## src/asp_pkg.sv

```systemverilog
package asp_pkg;

  // register indices; the bus byte address is four times the index
  localparam logic [15:0] IDX_PORT = 16'hff91;
  localparam logic [15:0] IDX_MODE = 16'hff98;
  localparam logic [15:0] IDX_DIV  = 16'hff99;
  localparam logic [15:0] IDX_CTRL = 16'hff9a;
  localparam logic [15:0] IDX_TXH  = 16'hff9b;
  localparam logic [15:0] IDX_FLAG = 16'hff9c;
  localparam logic [15:0] IDX_RXH  = 16'hff9d;

  // serial_mode_reg fields
  localparam int MODE_SYNC   = 7;
  localparam int MODE_CHR7   = 6;
  localparam int MODE_PAR_EN = 5;
  localparam int MODE_PAR_OD = 4;
  localparam int MODE_STOP2  = 3;
  localparam int MODE_MP     = 2;
  localparam int MODE_CKS_HI = 1;
  localparam int MODE_CKS_LO = 0;

  // serial_control_reg fields
  localparam int CTRL_TX_EN  = 5;
  localparam int CTRL_RX_EN  = 4;

  // serial_flag_reg fields
  localparam int FLAG_TX_EMPTY = 7;
  localparam int FLAG_RX_FULL  = 6;
  localparam int FLAG_OVERRUN  = 5;
  localparam int FLAG_FRAMING  = 4;
  localparam int FLAG_PAR_ERR  = 3;
  localparam int FLAG_TX_END   = 2;

  // port control fields
  localparam int PORT_RX_INV = 0;
  localparam int PORT_TX_SEL = 4;

  // reset values
  localparam logic [7:0] MODE_RST = 8'h00;
  localparam logic [7:0] DIV_RST  = 8'hff;
  localparam logic [7:0] CTRL_RST = 8'h00;
  localparam logic [7:0] TXH_RST  = 8'hff;
  localparam logic [7:0] RXH_RST  = 8'h00;
  localparam logic [7:0] PORT_RST = 8'h00;

  // sixteen sample ticks per bit, bit centre on the eighth
  localparam logic [3:0] TICK_LAST   = 4'hf;
  localparam logic [3:0] TICK_SAMPLE = 4'h7;

  localparam logic [1:0] RESP_OKAY   = 2'b00;
  localparam logic [1:0] RESP_SLVERR = 2'b10;

  typedef enum logic [2:0] {TX_IDLE, TX_START, TX_DATA, TX_PAR, TX_STOP1, TX_STOP2} asp_tx_type;
  typedef enum logic [2:0] {RX_IDLE, RX_START, RX_DATA, RX_PAR, RX_STOP} asp_rx_type;

endpackage

```

## src/asp_serial_port.sv

```systemverilog
// The AXI4-Lite interface to the registers was chosen for this implementation.
`timescale 1ns/10ps
module asp_serial_port
  import asp_pkg::*;
#(
  parameter int ADDR_W = 18
)(
  input  wire logic              mclk,     // system clock, 50 MHz
  input  wire logic              rst_n,    // synchronous reset
  input  wire logic              standby,  // standby or module-standby request
  input  wire logic [ADDR_W-1:0] awaddr,   // write address
  input  wire logic              awvalid,  // write address valid
  output logic                   awready,  // write address ready
  input  wire logic [31:0]       wdata,    // write data
  input  wire logic [3:0]        wstrb,    // write byte strobes
  input  wire logic              wvalid,   // write data valid
  output logic                   wready,   // write data ready
  output logic [1:0]             bresp,    // write response
  output logic                   bvalid,   // write response valid
  input  wire logic              bready,   // write response ready
  input  wire logic [ADDR_W-1:0] araddr,   // read address
  input  wire logic              arvalid,  // read address valid
  output logic                   arready,  // read address ready
  output logic [31:0]            rdata,    // read data
  output logic [1:0]             rresp,    // read response
  output logic                   rvalid,   // read data valid
  input  wire logic              rready,   // read data ready
  input  wire logic              rx_line,  // serial receive pin
  output logic                   tx_line   // serial transmit pin
);

  if (ADDR_W < 18)
  begin : g_bad_addr
    $error("ADDR_W must reach the register indices");
  end

  typedef struct packed {
    logic [7:0]        mode;
    logic [7:0]        div;
    logic [7:0]        ctrl;
    logic [7:0]        port;
    logic [7:0]        txh;
    logic [7:0]        rxh;
    logic              tx_empty_flag;
    logic              rx_full_flag;
    logic              overrun_flag;
    logic              framing_flag;
    logic              parity_err_flag;
    logic              tend;
    logic [7:0]        seen;
    logic [7:0]        presc;
    logic [7:0]        divc;
    logic              tick;
    asp_tx_type        tx_st;
    logic [3:0]        tx_cnt;
    logic [2:0]        tx_bit;
    logic [7:0]        tx_sh;
    logic              tx_par;
    logic              tx_line;
    logic              rx_s1;
    logic              rx_s2;
    logic              rx_s3;
    asp_rx_type        rx_st;
    logic [3:0]        rx_cnt;
    logic [2:0]        rx_bit;
    logic [7:0]        rx_sh;
    logic              rx_par;
    logic              rx_perr;
    logic              aw_rdy;
    logic              w_rdy;
    logic [ADDR_W-1:0] waddr;
    logic [7:0]        wd;
    logic              wstb;
    logic              bvalid;
    logic [1:0]        bresp;
    logic              ar_rdy;
    logic              rvalid;
    logic [31:0]       rdata;
    logic [1:0]        rresp;
  } asp_state_type;

  asp_state_type s;
  asp_state_type n;

  logic       rx_fin;
  logic       wr_go;
  logic       rd_hs;
  logic       tx_load;
  logic       line;
  logic [7:0] flags;
  logic [7:0] rd_val;
  logic [7:0] tx_dat;

  function automatic logic [15:0] reg_idx(input logic [ADDR_W-1:0] a);
    return a[17:2];
  endfunction

  // index of the last data bit: 7, 6 or 4
  function automatic logic [2:0] data_last(input logic [7:0] m);
    if (m[MODE_PAR_EN] && m[MODE_MP])
      return 3'd4;
    return m[MODE_CHR7] ? 3'd6 : 3'd7;
  endfunction

  function automatic logic par_on(input logic [7:0] m);
    return m[MODE_PAR_EN] && !m[MODE_MP] && !m[MODE_SYNC];
  endfunction

  // prescaler wrap: 2*4^n clocks per sample tick step
  function automatic logic [7:0] presc_lim(input logic [1:0] cks);
    unique case (cks)
      2'b00: return 8'h01;
      2'b01: return 8'h07;
      2'b10: return 8'h1f;
      2'b11: return 8'h7f;
    endcase
  endfunction

  function automatic asp_state_type rst_state();
    asp_state_type v;
    v        = '0;
    v.mode   = MODE_RST;
    v.div    = DIV_RST;
    v.ctrl   = CTRL_RST;
    v.port   = PORT_RST;
    v.txh    = TXH_RST;
    v.rxh    = RXH_RST;
    v.tx_empty_flag   = 1'b1;
    v.tend   = 1'b1;
    v.tx_st  = TX_IDLE;
    v.rx_st  = RX_IDLE;
    v.tx_line = 1'b1;
    v.rx_s1  = 1'b1;
    v.rx_s2  = 1'b1;
    v.rx_s3  = 1'b1;
    v.aw_rdy = 1'b1;
    v.w_rdy  = 1'b1;
    v.ar_rdy = 1'b1;
    return v;
  endfunction

  always_comb
  begin
    n       = s;
    rx_fin  = 1'b0;
    tx_load = 1'b0;
    n.tick  = 1'b0;
    flags   = {s.tx_empty_flag, s.rx_full_flag, s.overrun_flag, s.framing_flag, s.parity_err_flag, s.tend, 2'b00};
    line    = s.rx_s2 ^ s.port[PORT_RX_INV];
    tx_dat  = s.txh & ~(8'hff << ({1'b0, data_last(s.mode)} + 4'd1));

    // 16x sample tick: (prescaler+1)*(divisor+1) clocks apart
    // clock-source bits are stored only; the internal generator always drives the link
    if (s.presc >= presc_lim(s.mode[MODE_CKS_HI:MODE_CKS_LO]))
    begin
      n.presc = 8'h00;
      if (s.divc >= s.div)
      begin
        n.divc = 8'h00;
        n.tick = 1'b1;
      end
      else
        n.divc = s.divc + 8'h01;
    end
    else
      n.presc = s.presc + 8'h01;

    n.rx_s1 = rx_line;
    n.rx_s2 = s.rx_s1;
    n.rx_s3 = line;

    // write channel: address and data taken in either order
    if (awvalid && s.aw_rdy)
    begin
      n.aw_rdy = 1'b0;
      n.waddr  = awaddr;
    end
    if (wvalid && s.w_rdy)
    begin
      n.w_rdy = 1'b0;
      n.wd    = wdata[7:0];
      n.wstb  = wstrb[0];
    end
    wr_go = !s.aw_rdy && !s.w_rdy && !s.bvalid;
    if (wr_go)
    begin
      n.bvalid = 1'b1;
      n.bresp  = RESP_OKAY;
      unique case (reg_idx(s.waddr))
        IDX_MODE: if (s.wstb) n.mode = s.wd;
        IDX_DIV:  if (s.wstb) n.div = s.wd;
        IDX_CTRL: if (s.wstb) n.ctrl = s.wd;
        IDX_PORT: if (s.wstb) n.port = s.wd;
        IDX_RXH:  ;
        IDX_TXH:
          if (s.wstb)
          begin
            n.txh = s.wd;
            if (s.ctrl[CTRL_TX_EN])
            begin
              n.tx_empty_flag = 1'b0;
              n.tend = 1'b0;
            end
          end
        IDX_FLAG:
          if (s.wstb)
          begin
            // only a 0 over a flag seen as 1 clears it
            if (!s.wd[FLAG_TX_EMPTY] && s.seen[FLAG_TX_EMPTY])
            begin
              n.tx_empty_flag = 1'b0;
              n.tend = 1'b0;
            end
            if (!s.wd[FLAG_RX_FULL] && s.seen[FLAG_RX_FULL])
              n.rx_full_flag = 1'b0;
            if (!s.wd[FLAG_OVERRUN] && s.seen[FLAG_OVERRUN])
              n.overrun_flag = 1'b0;
            if (!s.wd[FLAG_FRAMING] && s.seen[FLAG_FRAMING])
              n.framing_flag = 1'b0;
            if (!s.wd[FLAG_PAR_ERR] && s.seen[FLAG_PAR_ERR])
              n.parity_err_flag = 1'b0;
            n.seen = 8'h00;
          end
        default: n.bresp = RESP_SLVERR;
      endcase
    end
    if (s.bvalid && bready)
    begin
      n.bvalid = 1'b0;
      n.aw_rdy = 1'b1;
      n.w_rdy  = 1'b1;
    end

    // read channel
    rd_hs  = arvalid && s.ar_rdy;
    rd_val = 8'h00;
    if (rd_hs)
    begin
      n.ar_rdy = 1'b0;
      n.rvalid = 1'b1;
      n.rresp  = RESP_OKAY;
      unique case (reg_idx(araddr))
        IDX_MODE: rd_val = s.mode;
        IDX_DIV:  rd_val = s.div;
        IDX_CTRL: rd_val = s.ctrl;
        IDX_PORT: rd_val = s.port;
        IDX_TXH:  rd_val = s.txh;
        IDX_FLAG:
        begin
          rd_val = flags;
          n.seen = flags;
        end
        IDX_RXH:
        begin
          rd_val = s.rxh;
          n.rx_full_flag = 1'b0;
        end
        default: n.rresp = RESP_SLVERR;
      endcase
      n.rdata = {24'h00_0000, rd_val};
    end
    if (s.rvalid && rready)
    begin
      n.rvalid = 1'b0;
      n.ar_rdy = 1'b1;
    end

    // transmitter; synchronous mode is not served, so it parks idle
    // an idle load waits for a tick so the start bit lasts a full sixteen ticks
    if (s.tx_st == TX_IDLE)
      tx_load = s.tick && s.ctrl[CTRL_TX_EN] && !s.mode[MODE_SYNC] && !s.tx_empty_flag;
    else if (s.tick)
    begin
      n.tx_cnt = s.tx_cnt + 4'd1;
      if (s.tx_cnt == TICK_LAST)
      begin
        unique case (s.tx_st)
          TX_START: n.tx_st = TX_DATA;
          TX_DATA:
            if (s.tx_bit == data_last(s.mode))
              n.tx_st = par_on(s.mode) ? TX_PAR : TX_STOP1;
            else
            begin
              n.tx_bit = s.tx_bit + 3'd1;
              n.tx_sh  = s.tx_sh >> 1;
            end
          TX_PAR:   n.tx_st = TX_STOP1;
          TX_STOP1,
          TX_STOP2:
            if (s.tx_st == TX_STOP1 && s.mode[MODE_STOP2])
              n.tx_st = TX_STOP2;
            else if (s.tx_empty_flag)
            begin
              n.tx_st = TX_IDLE;
              n.tend  = 1'b1;
            end
            else
              tx_load = 1'b1;
          default:  n.tx_st = TX_IDLE;
        endcase
      end
    end
    if (tx_load)
    begin
      n.tx_sh  = tx_dat;
      n.tx_par = ^tx_dat ^ s.mode[MODE_PAR_OD];
      n.tx_empty_flag   = 1'b1;
      n.tx_st  = TX_START;
      n.tx_cnt = 4'h0;
      n.tx_bit = 3'd0;
    end
    if (!s.ctrl[CTRL_TX_EN] || s.mode[MODE_SYNC])
    begin
      n.tx_empty_flag  = 1'b1;
      n.tend  = 1'b1;
      n.tx_st = TX_IDLE;
    end

    // receiver; a pending error flag keeps it from starting
    if (!s.ctrl[CTRL_RX_EN] || s.mode[MODE_SYNC])
      n.rx_st = RX_IDLE;
    else if (s.rx_st == RX_IDLE)
    begin
      if (s.rx_s3 && !line && !s.overrun_flag && !s.framing_flag && !s.parity_err_flag)
      begin
        n.rx_st   = RX_START;
        n.rx_cnt  = 4'h0;
        n.rx_bit  = 3'd0;
        n.rx_par  = 1'b0;
        n.rx_perr = 1'b0;
      end
    end
    else if (s.tick)
    begin
      n.rx_cnt = s.rx_cnt + 4'd1;
      if (s.rx_cnt == TICK_SAMPLE)
      begin
        unique case (s.rx_st)
          RX_START: if (line) n.rx_st = RX_IDLE;
          RX_DATA:
          begin
            n.rx_sh  = {line, s.rx_sh[7:1]};
            n.rx_par = s.rx_par ^ line;
          end
          RX_PAR:   n.rx_perr = (s.rx_par ^ line) != s.mode[MODE_PAR_OD];
          RX_STOP:
          begin
            rx_fin  = 1'b1;
            n.rx_st = RX_IDLE;
          end
          default:  n.rx_st = RX_IDLE;
        endcase
      end
      else if (s.rx_cnt == TICK_LAST)
      begin
        unique case (s.rx_st)
          RX_START: n.rx_st = RX_DATA;
          RX_DATA:
            if (s.rx_bit == data_last(s.mode))
              n.rx_st = par_on(s.mode) ? RX_PAR : RX_STOP;
            else
              n.rx_bit = s.rx_bit + 3'd1;
          RX_PAR:   n.rx_st = RX_STOP;
          RX_STOP:  n.rx_st = RX_IDLE;
          default:  n.rx_st = RX_IDLE;
        endcase
      end
    end
    // hardware sets land after bus clears, so an event is never lost
    if (rx_fin)
    begin
      if (s.rx_full_flag)
        n.overrun_flag = 1'b1;
      else
      begin
        n.rxh = s.rx_sh >> (3'd7 - data_last(s.mode));
        if (!line)
          n.framing_flag = 1'b1;
        if (s.rx_perr)
          n.parity_err_flag = 1'b1;
        if (line && !s.rx_perr)
          n.rx_full_flag = 1'b1;
      end
    end

    if (standby)
    begin
      n.txh   = TXH_RST;
      n.rxh   = RXH_RST;
      n.tx_st = TX_IDLE;
      n.rx_st = RX_IDLE;
    end

    // pin idles high when the transmit function is not selected
    unique case (n.tx_st)
      TX_START: n.tx_line = 1'b0;
      TX_DATA:  n.tx_line = n.tx_sh[0];
      TX_PAR:   n.tx_line = n.tx_par;
      default:  n.tx_line = 1'b1;
    endcase
    if (!s.port[PORT_TX_SEL])
      n.tx_line = 1'b1;
  end

  always_ff @(posedge mclk)
  begin
    if (!rst_n)
      s <= rst_state();
    else
      s <= n;
  end

  assign awready = s.aw_rdy;
  assign wready  = s.w_rdy;
  assign bvalid  = s.bvalid;
  assign bresp   = s.bresp;
  assign arready = s.ar_rdy;
  assign rvalid  = s.rvalid;
  assign rdata   = s.rdata;
  assign rresp   = s.rresp;
  assign tx_line = s.tx_line;
endmodule

```

## config.mk

```make
export PLATFORM = sky130hd
export DESIGN_NAME = asp_serial_port
export DESIGN_NICKNAME = d
export VERILOG_FILES = /design/src/asp_pkg.sv /design/src/asp_serial_port.sv
export SDC_FILE = /design/constraint.sdc
export NUM_CORES = 1
export LEC_CHECK = 0
export CAP_MARGIN = 20
export CORE_MARGIN = 3
export CORE_UTILIZATION = 55
export DETAILED_ROUTE_END_ITERATION = 8
export DONT_BUFFER_PORTS = 1
export PLACE_DENSITY = 0.7
export SKIP_CTS_REPAIR_TIMING = 1
export SLEW_MARGIN = 20
export SYNTH_ARGS = -nofsm -noshare
export SYNTH_HDL_FRONTEND = slang
export SYNTH_SLANG_ARGS = --single-unit
```

## constraint.sdc

```tcl
create_clock -name mclk -period 3.02 [get_ports mclk]
set_clock_uncertainty 0.15 [all_clocks]
set_input_delay 0.604 -clock mclk [delete_from_list [all_inputs] [get_ports mclk]]
set_output_delay 0.604 -clock mclk [all_outputs]
set_load 0.03 [all_outputs]
```

==> impl_metrics.json, run 1 <==
{
  "status": "finished, final reports clean",
  "drtPass1Iterations": 5,
  "tightest_slew_ps": 740.1,
  "detail-route-antenna-nets": 0,
  "synth_area_sq_um": 7725,
  "cp-start-kind": "register",
  "yosysWarningCount": 0,
  "drive_above_1_share_pct": 8.457,
  "grt_max_degree": 45,
  "synth_top_flop_cell": "dfxtp_1",
  "synth_top_area_share_pct": 41.21,
  "crit_chain": "nand2_1 > ha_1 > a2111o_1 > a21oi_1 > nor2_1 > nand2_1 > or4_1 > a21oi_1",
  "drv_slew": 0,
  "antenna_found_initial": 0,
  "die_w_microns": 124.5,
  "hpwl_microns": 12690,
  "yosysMostFrequentCell": "dfxtp_1",
  "intPower_w": 0.003747,
  "netSwitchingPower_w": 0.001188,
  "avgRoutedWirePerCell_microns": 16.47,
  "clock_sinks": 159,
  "hold_viol_final": 0,
  "cp.required_ps": 3230,
  "vias": 6168,
  "synth_cell_type_count": 76,
  "syn_to_final_growth_pct": 8.390,
  "crit_fanout": 9,
  "row_count": 42,
  "fin_tns_setup_ps": 0,
  "cp.arrival_ps": 2830,
  "synth_area_leaders": "dfxtp_1, mux2i_1, nand2_1",
  "grt_pass1_wl_microns": 28740,
  "post_synth.cell_area_avg_sq_um": 8.798,
  "crit_path_top_delay_cell": "or4_1",
  "rsz0062_at_grt": "no",
  "cts_tree": "yes",
  "p_comb_share_pct": 7.0,
  "path_delay_family": "simple AND/OR/NAND/NOR gates",
  "setup_viol": 0,
  "drc": 0,
  "coreArea_sq_um": 13510,
  "clk_latency_ps": 430,
  "critical_path.max_stage_delay_ps": 570,
  "start_util_pct": 57.20,
  "drtIter0Drc": 422,
  "clockPowerShare_pct": 47.9,
  "yosys_register_bits": 159,
  "pin_count": 123,
  "finalCriticalPeriod_ps": 2623,
  "synth_top_area_cell": "dfxtp_1",
  "first_global_vias": 5726,
  "crit_type": "register to register",
  "end_kind": "register",
  "pwr-share-seq_pct": 45.1,
  "cts_buffer_depth": 2,
  "whs_ps": 90.18,
  "place.gp.congestion": 0.8793,
  "p_sw_share_pct": 24.07,
  "routed_wl_microns": 17310,
  "drv_cap": 0,
  "synthArstFlopShare_pct": 0,
  "nNetsFinal": 963,
  "seq_area_frac_synth_pct": 41.21,
  "clk_root_buffer_cell": "clkbuf_16",
  "path_buf_inv": 0,
  "power_density_nw_per_um2": 589.4,
  "relSlewSlack_pct": 50.66,
  "grt_remaining_overflow": 0,
  "vdd_ir_drop_max_uv": 438.8,
  "via_per_inst": 5.869,
  "cts.htree.levels": 4,
  "synth_edf_count": 0,
  "die-area_sq_um": 15500,
  "hold_class": "input port to register",
  "synth_common_cells": "dfxtp_1, nand2_1, nor2_1",
  "synthCells": 878,
  "cts_buffers": 17,
  "die_h_microns": 124.5,
  "grt_use_total_pct": 22.51,
  "finish.utilization_pct": 62.00,
  "num_antenna_cells": 0,
  "portBuffers": 0,
  "fmax_ghz": 0.3813,
  "finalCritPeriodShare_pct": 86.85,
  "clk_pin_slew_ps": 60,
  "p_leak_nw": 3.394
}
## routing by layer
metal | wire [microns] | GRT usage (%)
met3 | 987 | 5.017
met2 | 8337 | 36.58
met5 | 0 | 0
met1 | 7664 | 29.37
met4 | 321 | 8.382
## sequential cells by signal, indices dropped and copies added (netlist names)
signal   flops
rdata        8
rvalid       1
arready      1
n            1
bvalid       1
wready       1
tx_line      1
flags        6
bresp        1
rresp        1
s          136
awready      1
## per-stage QoR
stage	cells	cell area, sq um	power (W)	setup slack [ps]
6_report	1051	8373	0.004935	397.1
5_1_grt	1051	8373	0.005110	216.3
4_1_cts	1051	8373	0.004980	415.0
3_5_place_dp	1019	7714	0.002613	434.1
3_3_place_gp	1019	7714	0.002599	479.3
2_1_floorplan	903	7819	0.002572	642.7
## cells by family (layout without fill, tap and decap cells)
family / count (synthesis) / count (layout) / synth area share [%]
XOR/XNOR: 34 / 34 / 3.952
AND/OR/NAND/NOR: 343 / 343 / 21.40
AO/OA/AOI/OAI: 162 / 162 / 13.83
flip-flops: 159 / 159 / 41.21
multiplexers: 65 / 65 / 9.799
buffers and inverters: 93 / 65 / 6.398
adder cells (fa/ha/maj): 21 / 21 / 3.369
other: 1 / 26 / 0.04854
## placed cells by master (no fill, tap or decap), types with 4 or more instances in the layout
master / count
dfxtp_1: 159
nor2b_1: 7
clkbuf_16: 17
o31ai_1: 4
and2_1: 4
o21ai_0: 12
nand2_1: 121
ha_1: 20
xor2_1: 17
nor3b_1: 4
and3_1: 10
inv_1: 20
o211ai_1: 14
nand4_1: 9
mux4_2: 8
bufinv_16: 5
nand3_1: 37
xnor2_1: 16
mux2_2: 5
nand2b_1: 13
a21oi_1: 68
buf_4: 12
nor3_1: 7
mux2i_1: 52
conb_1: 26
nor2_1: 102
a21o_1: 11
a222oi_1: 7
a22oi_1: 9
## final timing paths
kind	from	depth (start not counted)	endpoint	slack (ps)
hold reg to reg	n[89]	1	s[89]	250
setup reg to reg	s[183]	8	s[119]	400
setup / recovery	s[183]	8	s[119]	400
hold / removal	rst_n	1	s[88]	90
## power by group through the flow
stage	clock [W]	sequential [W]	combinational (W)
6_report	0.00236	0.00223	0.000346
5_1_grt	0.00249	0.00223	0.000382
4_1_cts	0.00241	0.00222	0.000347
3_5_place_dp	0	0.00227	0.000342
3_3_place_gp	0	0.00227	0.000331
2_1_floorplan	0	0.00225	0.000326
## final cells by class
cell class | instances | area (sq um)
sequential | 159 | 3183
timing repair buffer | 12 | 90.09
tap | 176 | 220.2
clock buffer | 17 | 425.4
multi-input combinational | 651 | 4141
clock inverter | 15 | 234.0
fill | 1120 | 5132
inverter | 21 | 78.83
No activity file was read; power rests on OpenSTA's default activity.
==> run 2, diff against run 1 <==
ABC_AREA = 1   (was not set)
CORE_UTILIZATION = 60   (was 55)
PLACE_DENSITY = 0.76   (was 0.7)
==> run 2 against run 1 <==
  * Total power is 4.1% lower
  * Highest routed layer unchanged
  * Global-route usage rose by 3.4 points
  * Register-to-register slack improved by 280 ps
  * Synthesized cell count is 35% higher
==> impl_metrics.json, run 2 <==
{
  "drv_cap": 0,
  "via_per_inst": 5.528,
  "crit_chain": "nor2_1 > ha_1 > a21oi_1 > o21ai_0 > nand4_1 > nand2_2 > nand2_1 > or2_2 > a21oi_1",
  "num_antenna_cells": 0,
  "synth_area_leaders": "dfxtp_1, nand2_1, nor2_1",
  "cp.arrival_ps": 2560,
  "vdd_ir_drop_max_uv": 458.6,
  "p_sw_share_pct": 26.58,
  "final.setup.worst_slack_ps": 672.5,
  "whs_ps": 101.1,
  "crit_type": "register to register",
  "final_cell_mix": "nand2_1, dfxtp_1, nor2_1",
  "synth.area.mux_share_pct": 0.2375,
  "relSlewSlack_pct": 50.94,
  "fmax_ghz": 0.4260,
  "clockPowerShare_pct": 45.2,
  "antenna_found_initial": 0,
  "critical_path.max_stage_delay_ps": 400,
  "p_leak_nw": 3.833,
  "setup_viol": 0,
  "met2_length_microns": 9474,
  "largest_reg_flops": 136,
  "end_kind": "register",
  "first_global_vias": 6813,
  "hold_class": "input port to register",
  "drtPass1Iterations": 5,
  "crit_path_top_delay_cell": "dfxtp_1",
  "start_util_pct": 62.41,
  "cts.htree.levels": 4,
  "die_w_microns": 124.5,
  "post-place-cells": 1319,
  "cts_tree": "yes",
  "intPower_w": 0.003475,
  "place.gp.congestion": 0.9405,
  "drv_slew": 0,
  "wl_met1_microns": 8775,
  "tightest_slew_ps": 733.1,
  "synthCells": 1184,
  "grt_remaining_overflow": 0,
  "multi_input_area_sq_um": 4431,
  "drive_above_1_share_pct": 9.540,
  "row_count": 42,
  "die_h_microns": 124.5,
  "p_comb_share_pct": 7.3,
  "yosysMostFrequentCell": "nand2_1",
  "seqCellArea_sq_um": 3183,
  "synth_cell_type_count": 55,
  "yosys_register_bits": 159,
  "drc": 0,
  "cp-start-kind": "register",
  "crit_fanout": 17,
  "netSwitchingPower_w": 0.001258,
  "clock_sinks": 159,
  "pre_cts_slack_ps": 707.1,
  "seq_area_frac_synth_pct": 37.76,
  "synth_edf_count": 0,
  "grt_use_total_pct": 25.94,
  "coreArea_sq_um": 13510,
  "pwr-share-seq_pct": 47.5,
  "hpwl_microns": 14470,
  "fin_tns_setup_ps": 0,
  "synth_area_sq_um": 8429,
  "yosysWarningCount": 0,
  "post_synth.cell_area_avg_sq_um": 7.119,
  "synth_compound_area_share_pct": 14.71,
  "clk_latency_ps": 430,
  "cp.required_ps": 3230,
  "avgRoutedWirePerCell_microns": 14.82,
  "largest-register": "s",
  "synth_common_cells": "nand2_1, dfxtp_1, nor2_1",
  "grt_max_degree": 60,
  "hold_viol_final": 0,
  "detail-route-antenna-nets": 0,
  "cts_buffer_depth": 2,
  "synth_top_flop_cell": "dfxtp_1",
  "synthSimpleGateAreaFrac_pct": 32.21,
  "cp_common_cell": "a21oi_1",
  "finalCriticalPeriod_ps": 2348,
  "synth_fa_ha_area_share_pct": 2.969,
  "synth_top_family_by_area": "simple AND/OR/NAND/NOR gates",
  "nNetsFinal": 1263,
  "layout.cells.non_filler": 1350,
  "status": "finished, final reports clean",
  "power_density_nw_per_um2": 530.7,
  "syn_to_final_growth_pct": 5.789,
  "drtIter0Drc": 640,
  "clk_pin_slew_ps": 60,
  "routed-wl-met3_microns": 1305,
  "finalCritPeriodShare_pct": 77.73,
  "final_common_cell": "nand2_1",
  "clk_root_buffer_cell": "clkbuf_16",
  "portBuffers": 0,
  "pin_count": 123,
  "synth_top_area_cell": "dfxtp_1",
  "synthArstFlopShare_pct": 0,
  "synthXorXnorAreaFrac_pct": 1.247,
  "vias": 7463,
  "nFillCells": 1187,
  "synth_top_area_share_pct": 37.76,
  "dr.max_layer_used": "met4",
  "die-area_sq_um": 15510,
  "cts_buffers": 17,
  "grt_pass1_wl_microns": 33240,
  "rsz0062_at_grt": "no",
  "routed_wl_microns": 20010
}
==> run 2: logic make-up (layout without fill, tap and decap cells) <==
logic type               count (synthesis)  in the layout
AO/OA/AOI/OAI                          209            209
XOR/XNOR                                12             12
adder cells (fa/ha/maj)                 20             20
buffers and inverters                  193            158
flip-flops                             159            159
multiplexers                             2              2
other                                    1             26
AND/OR/NAND/NOR                        588            588
==> run 2: power by group through the flow <==
| stage | clock network, W | registers, W | logic (W) |
|---|---|---|---|
| after CTS | 0.00216 | 0.00225 | 0.000346 |
| final | 0.00214 | 0.00225 | 0.000345 |
| after floorplan | 0 | 0.00226 | 0.000333 |
| after detailed placement | 0 | 0.00229 | 0.000339 |
| after global placement | 0 | 0.00229 | 0.000335 |
| after global routing | 0.00227 | 0.00226 | 0.000392 |
==> run 2: cell type report <==
class | instances | area share [%]
Multi-Input combinational cell | 857 | 49.68
Sequential cell | 159 | 35.70
Inverter | 123 | 5.290
Clock buffer | 17 | 4.771
Tap cell | 176 | 2.469
Clock inverter | 14 | 1.754
Timing Repair Buffer | 4 | 0.3367
==> run 2: layer usage <==
metal,vias to the layer above,track usage [%]
met5,-,0
met3,39,5.660
met4,0,7.479
li1,3826,-
met2,257,42.62
met1,3341,34.44
==> run 2: worst max-delay path: cells and delay by family (launching register included) <==
kind            cells  cell delay [ps]
compound gates      3              400
fa+ha+maj           1              290
simple gates        5             1030
flops               1              400
==> run 2: worst paths after layout <==
kind | start | end | slack (ps) | depth (start not counted)
worst max-delay path | s[182] | s[118] | 670 | 9
worst min-delay path | rst_n | s[180] | 100 | 1
worst max register to register | s[182] | s[118] | 670 | 9
worst min register to register | n[89] | s[89] | 270 | 1
==> run 2: per-stage QoR <==
stage,util (%),power [W],area (sq um)
final,66.03,0.004733,8917
after floorplan,-,0.002596,8523
after CTS,66.03,0.004757,8917
after global routing,66.03,0.004921,8917
after global placement,61.72,0.002627,8335
after detailed placement,61.72,0.002632,8335
